$ cat config.mk
export PLATFORM = sky130hd
export DESIGN_NAME = rwseq_top
export DESIGN_NICKNAME = d
export VERILOG_FILES = /design/src/rtl/rwseq_pkg.sv /design/src/rtl/rwseq_top.sv
export SDC_FILE = /design/constraint.sdc
export NUM_CORES = 1
export LEC_CHECK = 0
export BUFFER_PORTS_ARGS = -buffer_cell sky130_fd_sc_hd__buf_4
export CAP_MARGIN = 15
export CORE_MARGIN = 8
export CORE_UTILIZATION = 59
export DETAILED_ROUTE_END_ITERATION = 16
export PLACE_DENSITY = 0.8
export SYNTH_ARGS = -nofsm -noshare
export SYNTH_HDL_FRONTEND = slang
export SYNTH_SLANG_ARGS = --single-unit
$ cat constraint.sdc
create_clock -name clk -period 2.6 [get_ports clk]
set_clock_uncertainty 0.2 [all_clocks]
set_input_delay 0.52 -clock clk [delete_from_list [all_inputs] [get_ports clk]]
set_output_delay 0.52 -clock clk [all_outputs]
set_load 0.005 [all_outputs]
$ cat src/rtl/rwseq_pkg.sv
// Shared constants and carrier types for the reset and watchdog sequencer
`default_nettype none
package rwseq_pkg;
   // Low interrupt vector area: six 16-bit vectors, reset vector just above
   localparam int VEC_COUNT = 6;
   localparam int VEC_BYTES = 2;
   localparam logic [15:0] RESET_VECTOR = 16'(VEC_COUNT * VEC_BYTES);

   // Core clock cycles added after the power-on delay
   localparam logic [4:0] EXT_CYCLES = 5'h12;

   // Free-running RC oscillator rate, seen as one tick pulse per period
   localparam int RC_FREQ_HZ = 32768;
   // Power-on delay in RC ticks (no figure is fixed; plain default)
   localparam logic [15:0] POD_TICKS = 16'h0010;
   // Watchdog least timeout in ms, rounded up to whole RC ticks
   localparam int WD_TIMEOUT_MS = 12;
   localparam logic [15:0] WD_TICKS = 16'((WD_TIMEOUT_MS * RC_FREQ_HZ + 999) / 1000);

   // Sequencer states
   typedef enum logic [1:0] {
      ST_DELAY,
      ST_EXTEND,
      ST_RUN
   } rwseq_state_e;

   // Instruction strobes and sleep status from the processor core
   typedef struct packed {
      logic watchdog_refresh_instr;
      logic watchdog_halt_enable_instr;
      logic halted;
      logic stopped;
   } rwseq_core_s;
endpackage
`default_nettype wire

$ cat src/rtl/rwseq_top.sv
// Power-on reset one-shot and watchdog one-shot driving the core reset
// What this block does
// Internal reset only from power-on or watchdog
// Delay plus 18 cycles, then start at 000C
// Power-on delay timed by RC oscillator ticks
// Four events fire the power-on one-shot
// Watchdog terminal count resets the microcontroller
// First refresh starts watchdog; later refreshes clear it
// Watchdog counts RC ticks, not core clock
// Watchdog timeout at least 12 ms
// Reset vector sits above twelve vector bytes
// Started watchdog cannot be stopped by software
// Software watchdog idles in stop, halt unless enabled
// Halt enable needs started watchdog, keeps count
// Permanent option: always runs after reset
// Hold reset throughout, release on core clock
// Retrigger during delay restarts the delay
`timescale 1ns/1ps
`default_nettype none

module rwseq_top (
   // Clock, reset, enable
   input wire logic clk,
   input wire logic sys_rst,
   input wire logic clk_en,
   // RC oscillator tick and power status
   input wire logic rc_tick,
   input wire logic power_good,
   input wire logic stop_recovery,
   // Permanent watchdog option
   input wire logic perm_wdt_opt,
   // Core strobes and status
   input wire rwseq_pkg::rwseq_core_s core,
   // Outputs to the core
   output logic core_rst,
   output logic [15:0] reset_vector,
   output logic wdt_running,
   output logic wdt_timeout
);

   rwseq_pkg::rwseq_state_e state;
   rwseq_pkg::rwseq_state_e next_state;
   logic [15:0] delay_cnt;
   logic [4:0] ext_cnt;
   logic [15:0] wd_cnt;
   logic wd_sw_en;
   logic wd_halt_ok;
   logic power_good_q;
   logic wd_run;
   logic wd_hit;
   logic por_fire;

   // Watchdog runs if permanent, or started and not parked by sleep
   always_comb begin
      wd_run = 1'b0;
      if (state == rwseq_pkg::ST_RUN) begin
         if (perm_wdt_opt) begin
            wd_run = 1'b1;
         end else begin
            wd_run = wd_sw_en && !core.stopped && (!core.halted || wd_halt_ok);
         end
      end
   end

   // Terminal count on the RC tick that completes the period
   assign wd_hit = wd_run && rc_tick && !core.watchdog_refresh_instr
      && (wd_cnt == rwseq_pkg::WD_TICKS - 16'h0001);

   // Power-good edge, low power-good, stop recovery or watchdog (also in halt) fire the one-shot
   assign por_fire = (power_good && !power_good_q) || stop_recovery || wd_hit
      || !power_good;

   // Next state: restart on any trigger, otherwise walk the sequence
   always_comb begin
      next_state = state;
      if (por_fire) begin
         next_state = rwseq_pkg::ST_DELAY;
      end else begin
         case (state)
            rwseq_pkg::ST_DELAY: begin
               if (rc_tick && delay_cnt == rwseq_pkg::POD_TICKS - 16'h0001) begin
                  next_state = rwseq_pkg::ST_EXTEND;
               end
            end
            rwseq_pkg::ST_EXTEND: begin
               if (ext_cnt == rwseq_pkg::EXT_CYCLES - 5'h01) begin
                  next_state = rwseq_pkg::ST_RUN;
               end
            end
            default: begin
               next_state = rwseq_pkg::ST_RUN;
            end
         endcase
      end
   end

   // Sequencer state and registered reset output
   always_ff @(posedge clk or posedge sys_rst) begin
      if (sys_rst) begin
         state <= rwseq_pkg::ST_DELAY;
         core_rst <= 1'b1;
      end else if (clk_en) begin
         state <= next_state;
         core_rst <= (next_state != rwseq_pkg::ST_RUN);
      end
   end

   // Power-good history for edge detection; starts as bad
   always_ff @(posedge clk or posedge sys_rst) begin
      if (sys_rst) begin
         power_good_q <= 1'b0;
      end else if (clk_en) begin
         power_good_q <= power_good;
      end
   end

   // Power-on delay counts RC ticks so it works before the crystal settles
   always_ff @(posedge clk or posedge sys_rst) begin
      if (sys_rst) begin
         delay_cnt <= 16'h0000;
      end else if (clk_en) begin
         if (por_fire || state != rwseq_pkg::ST_DELAY) begin
            delay_cnt <= 16'h0000;
         end else if (rc_tick) begin
            delay_cnt <= delay_cnt + 16'h0001;
         end
      end
   end

   // Extension counts core clock cycles after the delay
   always_ff @(posedge clk or posedge sys_rst) begin
      if (sys_rst) begin
         ext_cnt <= 5'h00;
      end else if (clk_en) begin
         if (state == rwseq_pkg::ST_EXTEND && !por_fire) begin
            ext_cnt <= ext_cnt + 5'h01;
         end else begin
            ext_cnt <= 5'h00;
         end
      end
   end

   // Software enable is sticky until an internal reset; no way to clear it
   always_ff @(posedge clk or posedge sys_rst) begin
      if (sys_rst) begin
         wd_sw_en <= 1'b0;
         wd_halt_ok <= 1'b0;
      end else if (clk_en) begin
         if (state != rwseq_pkg::ST_RUN || por_fire) begin
            wd_sw_en <= 1'b0;
            wd_halt_ok <= 1'b0;
         end else begin
            if (core.watchdog_refresh_instr) begin
               wd_sw_en <= 1'b1;
            end
            if (core.watchdog_halt_enable_instr && wd_sw_en) begin
               wd_halt_ok <= 1'b1;
            end
         end
      end
   end

   // Watchdog counter on RC ticks; survives a stopped crystal in real silicon
   always_ff @(posedge clk or posedge sys_rst) begin
      if (sys_rst) begin
         wd_cnt <= 16'h0000;
      end else if (clk_en) begin
         if (state != rwseq_pkg::ST_RUN || por_fire || core.watchdog_refresh_instr) begin
            wd_cnt <= 16'h0000;
         end else if (wd_run && rc_tick) begin
            wd_cnt <= wd_cnt + 16'h0001;
         end
      end
   end

   // Status outputs, all registered
   always_ff @(posedge clk or posedge sys_rst) begin
      if (sys_rst) begin
         wdt_running <= 1'b0;
         wdt_timeout <= 1'b0;
         reset_vector <= 16'h0000;
      end else if (clk_en) begin
         wdt_running <= wd_run;
         wdt_timeout <= wd_hit;
         reset_vector <= rwseq_pkg::RESET_VECTOR;
      end
   end
endmodule

`default_nettype wire

=== After elaboration in Yosys (flattened, before gate mapping) ===
Cells that the tools add are included.

* Output and inout port bits: 19
* Logic and storage cells: 68
* Register bits: 46

* Reductions and logical operators: 32
* Equal/unequal tests: 7
* Add/subtract/negate cells: 3
* Muxes and demuxes: 15

{| class="wikitable"
|+ Operator list
! operator !! count
|-
| $mux W16 || 4
|-
| $add A16 B1 Y16 const B || 2
|-
| $eq A16 B4 Y1 const B || 1
|-
| $eq A16 B9 Y1 const B || 1
|-
| $reduce_bool A2 Y1 || 5
|-
| $logic_and A1 B1 Y1 || 9
|-
| $reduce_and A2 Y1 || 4
|-
| $logic_or A1 B1 Y1 || 7
|-
| $logic_not A1 Y1 || 6
|-
| $mux W1 || 6
|-
| $mux W2 || 3
|-
| $add A5 B1 Y5 const B || 1
|-
| $eq A5 B5 Y1 const B || 1
|-
| $mux W5 || 1
|-
| $ne A2 B2 Y1 const B || 2
|-
| $pmux W2 S2 || 1
|-
| $eq A2 B1 Y1 const B || 1
|-
| $eq A2 B2 Y1 const B || 1
|-
| $logic_not A2 Y1 || 1
|}

=== Depth between registers and ports, before layout ===
Gate-level depths: netlist of run 1.

* Depth after elaboration: 14
* Mapped depth: 8
* Mapped depth without buffers: 7

=== Least setup slack after synthesis of run 1 ===
OpenSTA, ideal clock, no wires.

* Path kind: register to register
* From: reg wd_cnt[10]
* To: reg wd_cnt[14]
* Setup slack: 0.642 ns
* Arrival: 1.634 ns
* Data required time: 2.276 ns
* Setup time: 0.124 ns
* Cell stages (with the launch flop): 7
* Path buffers: 1
* Path through: dfrtp_1 -> nor4_1 -> nand4_2 -> nor3_4 -> buf_6 -> nor4b_1 -> a211o_1

* Word-level cells in the longest chain between the ends: 8
* Elaborated cells on any way between the ends: 11

{| class="wikitable"
|+ Ends and longest elaborated chain
! item !! line !! RTL
|-
| start: declaration || rwseq_top.sv:45 || <nowiki>logic [15:0] wd_cnt;</nowiki>
|-
| start signal: assignment || rwseq_top.sv:171 || <nowiki>wd_cnt <= wd_cnt + 16'h0001;</nowiki>
|-
| parallel branches: the longest is 8 deep, another holds $add A16 B1 Y16 || -- ||
|}

Several ways; the timed one is not identified. The select of a mux whose other input is x is not followed.
A chain may end at the register's enable or synchronous reset.

=== Final worst setup path of run 1 ===
* From: reg wd_cnt[2]
* To: reg wd_cnt[3]

The elaborated chain is that of the path after synthesis.

==> impl_metrics.py, run 1 <==
metrics = {
    "finish": {
        "layout_commonest_cell": "dfrtp_1",
        "syn_to_final_growth_pct": 9.80,
        "final_area_um2": 3010,
        "final_cell_mix": "dfrtp_1 (45), nand2_1 (31), nor2_1 (24), buf_4 (24), nand3_1 (17)",
        "fin_cells": 367,
        "drive_above_1_share_pct": 16.3,
        "antenna_cells": 0,
        "fin_nets": 328,
    },
    "yosys": {
        "async_flop_share_pct": 100,
        "seq_area_frac_synth_pct": 42.0,
        "synth_area_um2": 2750,
        "yosys_warnings": 0,
        "synth_cell_types": 60,
        "synth_seq_cells": 46,
        "synth_top_flop_cell": "dfrtp_1",
        "postSynthAreaPerCell_um2": 9.40,
        "synth_cells": 292,
        "synth_area_leaders": "dfrtp_1 (41%), buf_4 (4.4%), nand2_1 (4.2%)",
        "yosys.area.top_type_share_pct": 41.0,
        "synth_top_area_cell": "dfrtp_1",
        "synth_edf_count": 0,
    },
    "power_and_ir_drop": {
        "p_leak_uw": 0.00131,
        "power.density_nw_per_um2": 486,
        "peakVddDrop_mv": 0.341,
    },
    "global_route": {
        "grt_pass1_wl_mm": 10.1,
        "antenna_found_initial": 0,
        "grt_max_degree": 24,
        "grt_pass1_vias": 2198,
        "grt_overflow": 0,
        "track_usage_pct": 17.1,
    },
    "floorplanning": {
        "dieArea_um2": 7090,
        "num_rows": 25,
        "core_region_area_um2": 4600,
        "start_util_pct": 59.7,
        "die_w_um": 84.2,
        "ios": 30,
        "die_y_um": 84.2,
    },
    "routing": {
        "drt_iter0_drc": 123,
        "drt-total-wl_mm": 5.71,
        "viasPerCell": 5.87,
        "drc": 0,
        "antenna_left": 0,
        "first_pass_iters": 4,
        "wl_per_cell_um": 15.6,
        "vias": 2154,
    },
    "clock_network": {
        "cts_setup_buffers": 0,
        "cts_resized": 0,
        "clk_pin_slew_worst_paths_ns": 0.08,
        "clock-sinks": 46,
        "cts_made_buffers": 5,
        "cts_hold_buf": 1,
        "cts_tree": "yes",
        "clock_latency_ns": 0.30,
        "cts-root-buf": "clkbuf_8",
        "htree_num_levels": 2,
        "cts_buffer_depth": 2,
    },
    "worst_setup_path": {
        "critPathBufInv": 0,
        "r2r_slack_ns": 0.30,
        "setup.worst_path.class": "reg -> reg",
        "crit_family": "simple AND/OR/NAND/NOR gates",
        "r2r-end": "wd_cnt[3]",
        "max_stage_delay_ns": 0.50,
        "crit_path_start": "wd_cnt[2]",
        "cp-end-kind": "register",
        "reg2regPathDepth": 5,
        "cp_cell_sequence": "nor4b_2 > nand4_2 > nor3_4 > nor3_1 > or3_1",
        "r2r-start": "wd_cnt[2]",
        "crit_slowest_cell": "dfrtp_1",
        "startpoint_type": "register",
        "worstPathArrival_ns": 2.28,
        "cp_num_cells": 5,
        "crit_fanout": 10,
        "worstSetupEndpoint": "wd_cnt[3]",
        "required_ns": 2.57,
    },
    "sta": {
        "achievable-frequency_mhz": 435,
        "fin_crit_sh_pct": 88.5,
        "hold_viol": 0,
        "setup_viol": 0,
        "rsz0062_at_grt": "no",
        "tns_ns": 0,
        "maxSlewViolCount": 0,
        "post-route-min-period_ns": 2.30,
    },
    "placed_design": {
        "port_buffers": 15,
        "gp_congestion": 0.867,
        "dp_cells": 358,
        "place_area_um2": 2860,
        "hpwlAfterDp_mm": 4.06,
    },
    "outcome": {
        "status": "completed",
    },
    "hold_path": {
        "hold_path_class": "in -> reg",
    },
    "flow_run": {
        "drv_cap": 0,
    },
}
-- cells in the mapped netlist (2+ instances only) --
| cell | instances |
|---|---|
| dfrtp_1 | 45 |
| nand2_1 | 31 |
| nor2_1 | 24 |
| nand3_1 | 17 |
| buf_4 | 16 |
| o21ai_0 | 11 |
| or3_1 | 11 |
| nor3_1 | 10 |
| inv_1 | 9 |
| o31ai_1 | 8 |
| nand4_1 | 7 |
| xnor2_1 | 7 |
| a21oi_1 | 6 |
| nor4_1 | 6 |
| ha_1 | 5 |
| nand4b_1 | 5 |
| nor2b_1 | 5 |
| xor2_1 | 5 |
| nand2b_1 | 4 |
| and3_1 | 3 |
| and4_1 | 3 |
| buf_2 | 3 |
| buf_6 | 3 |
| clkbuf_1 | 3 |
| mux2_2 | 3 |
| o41ai_1 | 3 |
| a31o_2 | 2 |
| a31oi_1 | 2 |
| and2_0 | 2 |
| and2_1 | 2 |
| nor3b_1 | 2 |
-- routing by layer --
layer	vias up	part of all wire (%)	GRT usage, %
li1	1066	-	-
met1	1043	43	20.1
met2	38	53	29.2
met3	7	3.0	3.87
met4	0	1.5	6.91
met5	-	0	0
-- logic make-up after synthesis --
group / share of synthesized area [%]
flops: 42.0
fa+ha+maj: 2.28
buf+inv: 7.79
compound gates: 12.4
mux: 1.23
other cells: 0.137
simple gates: 30.3
xor+xnor: 3.83
-- power by group --
group	internal (µW)	leakage [µW]	switching [µW]
combinational	33.0	0.000611	56.0
sequential	720	0.000630	4.94
clock	410	0.0000714	240
total	1160	0.00131	301
-- registers in the layout, summed over array words and instances (netlist names) --
name / cells
core_rst: 1
wdt_timeout: 1
delay_cnt: 16
wd_halt_ok: 1
reset_vector: 1
wd_cnt: 16
wd_sw_en: 1
wdt_running: 1
state: 2
ext_cnt: 5
power_good_q: 1
-- cell type report --
| class | count | area, µm² |
|---|---|---|
| Multi-Input combinational cell | 225 | 1430 |
| Tap cell | 54 | 67.6 |
| Sequential cell | 46 | 1150 |
| Inverter | 9 | 33.8 |
| Clock buffer | 6 | 82.6 |
| Timing Repair Buffer | 25 | 190 |
| Clock inverter | 2 | 60.1 |
| Fill cell | 382 | 1580 |
-- worst min-delay path by stage --
stage | startpoint | to | slack, ns | cells after the start
after floorplan | ext_cnt[4] | ext_cnt[4] | 0.25 | 1
after global placement | ext_cnt[4] | ext_cnt[4] | 0.27 | 1
after detailed placement | ext_cnt[4] | ext_cnt[4] | 0.28 | 1
after CTS | power_good | power_good_q | 0.25 | 2
after global routing | power_good | power_good_q | 0.25 | 2
final | power_good | power_good_q | 0.27 | 2
-- stage by stage --
step	total power [µW]	hold WS, ns	util [%]	setup WS (ns)
4_1_cts	1480	0.252	65.6	0.291
6_report	1460	0.269	65.6	0.299
3_3_place_gp	826	0.270	62.2	0.258
2_1_floorplan	809	0.246	-	0.558
3_5_place_dp	828	0.277	62.2	0.175
5_1_grt	1520	0.247	65.6	0.185
(Power assumes the default switching activity.)
==> inputs of run 2 (changes only) <==
Settings changed: CORE_MARGIN 8 to default.
==> run 2 against run 1 <==
  * Critical path depth stayed put
  * Clock-buffer cell count down 1
  * Hold slack worse by 0.11 ns
  * Critical endpoint unchanged
  * Register-to-register slack gained 0.06 ns
  * Final cell count down 1.4%
  * Utilization rose by 2.0 points
  * Sequential power about the same
  * Power decreased by 1.4%
  * Flip-flop and latch count did not move
==> impl_metrics.py, run 2 (synthesis results as in run 1) <==
metrics = {
    "outcome": {
        "status": "completed",
    },
    "finish": {
        "syn_to_final_growth_pct": 8.61,
        "fin_nets": 325,
        "drive_above_1_share_pct": 15.8,
        "nFillCells": 345,
        "final_cell_mix": "dfrtp_1 (45), nand2_1 (31), nor2_1 (24)",
        "final_area_um2": 2980,
        "layout.area.seq_um2": 1150,
        "antenna_cells": 0,
        "layout_commonest_cell": "dfrtp_1",
        "reg.largest.list": "delay_cnt x16, wd_cnt x16, ext_cnt x5",
        "multi_input_area_um2": 1430,
    },
    "clock_network": {
        "clk_pin_slew_worst_paths_ns": 0.09,
        "clock_latency_ns": 0.30,
        "cts_resized": 0,
        "cts_hold_buf": 0,
        "cts_setup_buffers": 0,
        "cts-root-buf": "clkbuf_8",
        "clock-sinks": 46,
        "cts_buffer_depth": 2,
        "htree_num_levels": 2,
        "cts_made_buffers": 5,
        "cts_tree": "yes",
    },
    "placed_design": {
        "place_area_um2": 2840,
        "hpwlAfterDp_mm": 3.82,
        "gp_congestion": 0.825,
        "port_buffers": 15,
    },
    "global_route": {
        "grt_overflow": 0,
        "grt_max_degree": 47,
        "track_usage_pct": 24.5,
        "antenna_found_initial": 0,
        "grt_pass1_wl_mm": 9.66,
        "grt_pass1_vias": 2166,
    },
    "routing": {
        "drt-total-wl_mm": 5.41,
        "vias": 2167,
        "antenna_left": 0,
        "drc": 0,
        "first_pass_iters": 5,
        "drt_iter0_drc": 146,
        "viasPerCell": 5.99,
        "wl_per_cell_um": 14.9,
    },
    "sta": {
        "hold_viol": 0,
        "achievable-frequency_mhz": 445,
        "maxSlewHeadroom_pct": 60.9,
        "maxSlewViolCount": 0,
        "tns_ns": 0,
        "post-route-min-period_ns": 2.25,
        "fin_crit_sh_pct": 86.4,
        "worst_pin_slew_ns": 0.586,
        "setup_viol": 0,
        "rsz0062_at_grt": "no",
    },
    "power_and_ir_drop": {
        "peakVddDrop_mv": 0.413,
        "power.density_nw_per_um2": 484,
        "p_leak_uw": 0.00130,
    },
    "worst_setup_path": {
        "crit_family": "simple AND/OR/NAND/NOR gates",
        "critPathBufInv": 0,
        "setup.worst_path.class": "reg -> reg",
        "crit_path_start": "wd_cnt[10]",
        "r2r-start": "wd_cnt[10]",
        "reg2regPathDepth": 5,
        "cp-end-kind": "register",
        "worstPathArrival_ns": 2.23,
        "required_ns": 2.58,
        "r2r-end": "wd_cnt[3]",
        "startpoint_type": "register",
        "cp_cell_sequence": "nor4_1 > nand4_2 > nor3_4 > nor3_1 > or3_1",
        "max_stage_delay_ns": 0.45,
        "crit_fanout": 10,
        "crit_slowest_cell": "dfrtp_1",
        "r2r_slack_ns": 0.35,
    },
    "flow_run": {
        "drv_cap": 0,
    },
    "floorplanning": {
        "core_region_area_um2": 4410,
        "die_w_um": 70.2,
        "dieArea_um2": 4930,
        "ios": 30,
        "start_util_pct": 62.2,
        "num_rows": 24,
        "die_y_um": 70.2,
    },
    "hold_path": {
        "hold_path_class": "in -> async",
    },
}
[run 2: layout make-up]
type                       instances  area share [%]
multi-input combinational        225            47.9
sequential                        46            38.6
timing repair buffer              22            5.54
clock buffer                       5            2.31
clock inverter                     3            2.31
tap                               52            2.18
inverter                           9            1.13
[run 2: where the power goes]
part	internal (µW)	leakage [µW]	switching (µW)
sequential	720	0.000630	5.28
clock	385	0.0000683	248
combinational	30.0	0.000597	55.1
[run 2: metal layers]
layer  GRT usage (%)  share of wire (%)  vias to the layer above
li1                -                  -                     1060
met1            31.2                 44                     1045
met2            41.6                 51                       54
met3            5.05                3.9                        8
met4            8.44                1.2                        0
met5               0                  0                        -
[run 2: how the worst max path moves through the flow]
stage / endpoint / depth (start not counted)
floorplan: wd_cnt[9] / 7
global placement: wd_cnt[3] / 6
detailed placement: wd_cnt[7] / 6
CTS: wd_cnt[7] / 5
global route: wd_cnt[3] / 5
finish: wd_cnt[3] / 5
[run 2: worst reg2reg max path, cell delays in order (launching register included)]
cell and delay (ns):
dfrtp_1 0.45, nor4_1 0.38, nand4_2 0.23, nor3_4 0.40
nor3_1 0.10, or3_1 0.37
[run 2: metrics by stage]
step	utilization (%)	power (µW)	std cells	hold slack, ns	worst slack (ns)
global route	67.5	1490	362	0.221	0.206
finish	67.5	1440	362	0.160	0.355
floorplan	-	809	305	0.246	0.558
global placement	64.4	824	354	0.273	0.266
detailed placement	64.4	826	354	0.281	0.241
CTS	67.5	1460	362	0.178	0.329
==> inputs of run 3 (changes only) <==
Settings changed: RECOVER_POWER from default to 25.
==> run 3 against run 2 <==
  * Clock power about the same
  * Sequential share of layout area about the same
  * Setup slack better by 0.0037 ns
  * First-iteration DRC count unchanged
  * Power about the same
  * Non-clock buffer count unchanged
  * Flip-flop and latch count unchanged
  * Register-to-register slack about the same
  * Routed wire length up 0.17%
  * Clock-buffer cell count unchanged
  * Hold slack better by 0.11 ns
  * Final cell count unchanged
==> impl_metrics.py, run 3 (synthesis results as in run 1) <==
metrics = {
    "finish": {
        "antenna_cells": 0,
        "drive_above_1_share_pct": 15.5,
        "layout.area.seq_um2": 1150,
        "final_cell_mix": "dfrtp_1 (45), nand2_1 (31), nor2_1 (24)",
        "nFillCells": 344,
        "syn_to_final_growth_pct": 8.52,
        "fin_nets": 325,
        "layout_commonest_cell": "dfrtp_1",
        "multi_input_area_um2": 1430,
        "reg.largest.list": "delay_cnt x16, wd_cnt x16, ext_cnt x5",
    },
    "worst_setup_path": {
        "reg2regPathDepth": 5,
        "worstPathArrival_ns": 2.23,
        "required_ns": 2.58,
        "r2r-end": "wd_cnt[3]",
        "cp-end-kind": "register",
        "crit_fanout": 10,
        "crit_slowest_cell": "dfrtp_1",
        "setup.worst_path.class": "reg -> reg",
        "crit_family": "simple AND/OR/NAND/NOR gates",
        "r2r_slack_ns": 0.36,
        "crit_path_start": "wd_cnt[10]",
        "startpoint_type": "register",
        "cp_cell_sequence": "nor4_1 > nand4_2 > nor3_4 > nor3_1 > or3_1",
        "critPathBufInv": 0,
        "max_stage_delay_ns": 0.45,
        "r2r-start": "wd_cnt[10]",
        "cp_num_cells": 5,
        "worstSetupEndpoint": "wd_cnt[3]",
    },
    "clock_network": {
        "cts_resized": 0,
        "cts_setup_buffers": 0,
        "cts_tree": "yes",
        "cts-root-buf": "clkbuf_8",
        "cts_buffer_depth": 2,
        "clock-sinks": 46,
        "clk_pin_slew_worst_paths_ns": 0.09,
        "cts_made_buffers": 5,
        "clock_latency_ns": 0.30,
        "cts_hold_buf": 0,
        "htree_num_levels": 2,
    },
    "floorplanning": {
        "num_rows": 24,
        "ios": 30,
        "die_y_um": 70.2,
        "core_region_area_um2": 4410,
        "dieArea_um2": 4930,
        "die_w_um": 70.2,
        "start_util_pct": 62.2,
    },
    "flow_run": {
        "drv_cap": 0,
    },
    "routing": {
        "viasPerCell": 5.99,
        "wl_per_cell_um": 15.0,
        "drt-total-wl_mm": 5.42,
        "drt_iter0_drc": 146,
        "vias": 2168,
        "drc": 0,
        "antenna_left": 0,
        "first_pass_iters": 4,
    },
    "power_and_ir_drop": {
        "p_leak_uw": 0.00130,
        "power.density_nw_per_um2": 484,
        "peakVddDrop_mv": 0.413,
    },
    "global_route": {
        "grt_max_degree": 47,
        "antenna_found_initial": 0,
        "grt_overflow": 0,
        "grt_pass1_wl_mm": 9.66,
        "grt_pass1_vias": 2166,
        "track_usage_pct": 24.5,
    },
    "placed_design": {
        "gp_congestion": 0.825,
        "hpwlAfterDp_mm": 3.82,
        "port_buffers": 15,
    },
    "sta": {
        "hold_viol": 0,
        "tns_ns": 0,
        "rsz0062_at_grt": "no",
        "worst_pin_slew_ns": 1.13,
        "fin_crit_sh_pct": 86.2,
        "maxSlewViolCount": 0,
        "post-route-min-period_ns": 2.24,
        "maxSlewHeadroom_pct": 24.4,
        "hold_slack_ns": 0.273,
        "setup_viol": 0,
        "achievable-frequency_mhz": 446,
    },
    "hold_path": {
        "hold_path_class": "in -> reg",
    },
    "outcome": {
        "status": "completed",
    },
}
run 3: cell types whose count changed in the layout (fill, tap and decap cells not counted), sizes merged:
| cell | change |
|---|---|
| buf | -2 |
| clkbuf | +2 |
run 3: report_power, final:
group	internal [µW]	total [µW]	switching [µW]
registers	720	725	5.28
clock network	385	634	249
logic	29.3	84.2	54.9
run 3: worst register-to-register path, stage by stage (launching register included):
cell and delay, ns:
dfrtp_1 0.45, nor4_1 0.38, nand4_2 0.23, nor3_4 0.40
nor3_1 0.10, or3_1 0.37
run 3: per-stage QoR:
stage | instances | total power, µW | util [%] | cell area [µm²] | setup slack (ns)
6_report | 362 | 1440 | 67.5 | 2980 | 0.358
5_1_grt | 362 | 1490 | 67.5 | 2980 | 0.206
4_1_cts | 362 | 1460 | 67.5 | 2980 | 0.329
3_5_place_dp | 354 | 826 | 64.4 | 2840 | 0.241
3_3_place_gp | 354 | 824 | 64.4 | 2840 | 0.266
2_1_floorplan | 305 | 809 | - | 2790 | 0.558
run 3: how the worst min path moves through the flow:
stage,start,to,cells past startpoint
after CTS,sys_rst,wd_halt_ok,3
after global placement,wdt_running,wdt_running,1
after detailed placement,ext_cnt[4],ext_cnt[4],1
after floorplan,ext_cnt[4],ext_cnt[4],1
after global routing,power_good,power_good_q,2
final,power_good,power_good_q,2
run 3: final cells by class:
| cell class | count | area share [%] |
|---|---|---|
| timing repair buffer | 22 | 5.46 |
| clock buffer | 5 | 2.31 |
| sequential | 46 | 38.7 |
| inverter | 9 | 1.13 |
| tap | 52 | 2.18 |
| multi-input combinational | 225 | 47.9 |
| clock inverter | 3 | 2.31 |
run 3: metal layers:
layer / wire, µm / share of wire, % / GRT usage (%)
met2: 2770 / 51 / 41.6
met5: 0 / 0 / 0
met3: 208 / 3.8 / 5.05
met4: 66 / 1.2 / 8.44
met1: 2370 / 44 / 31.2
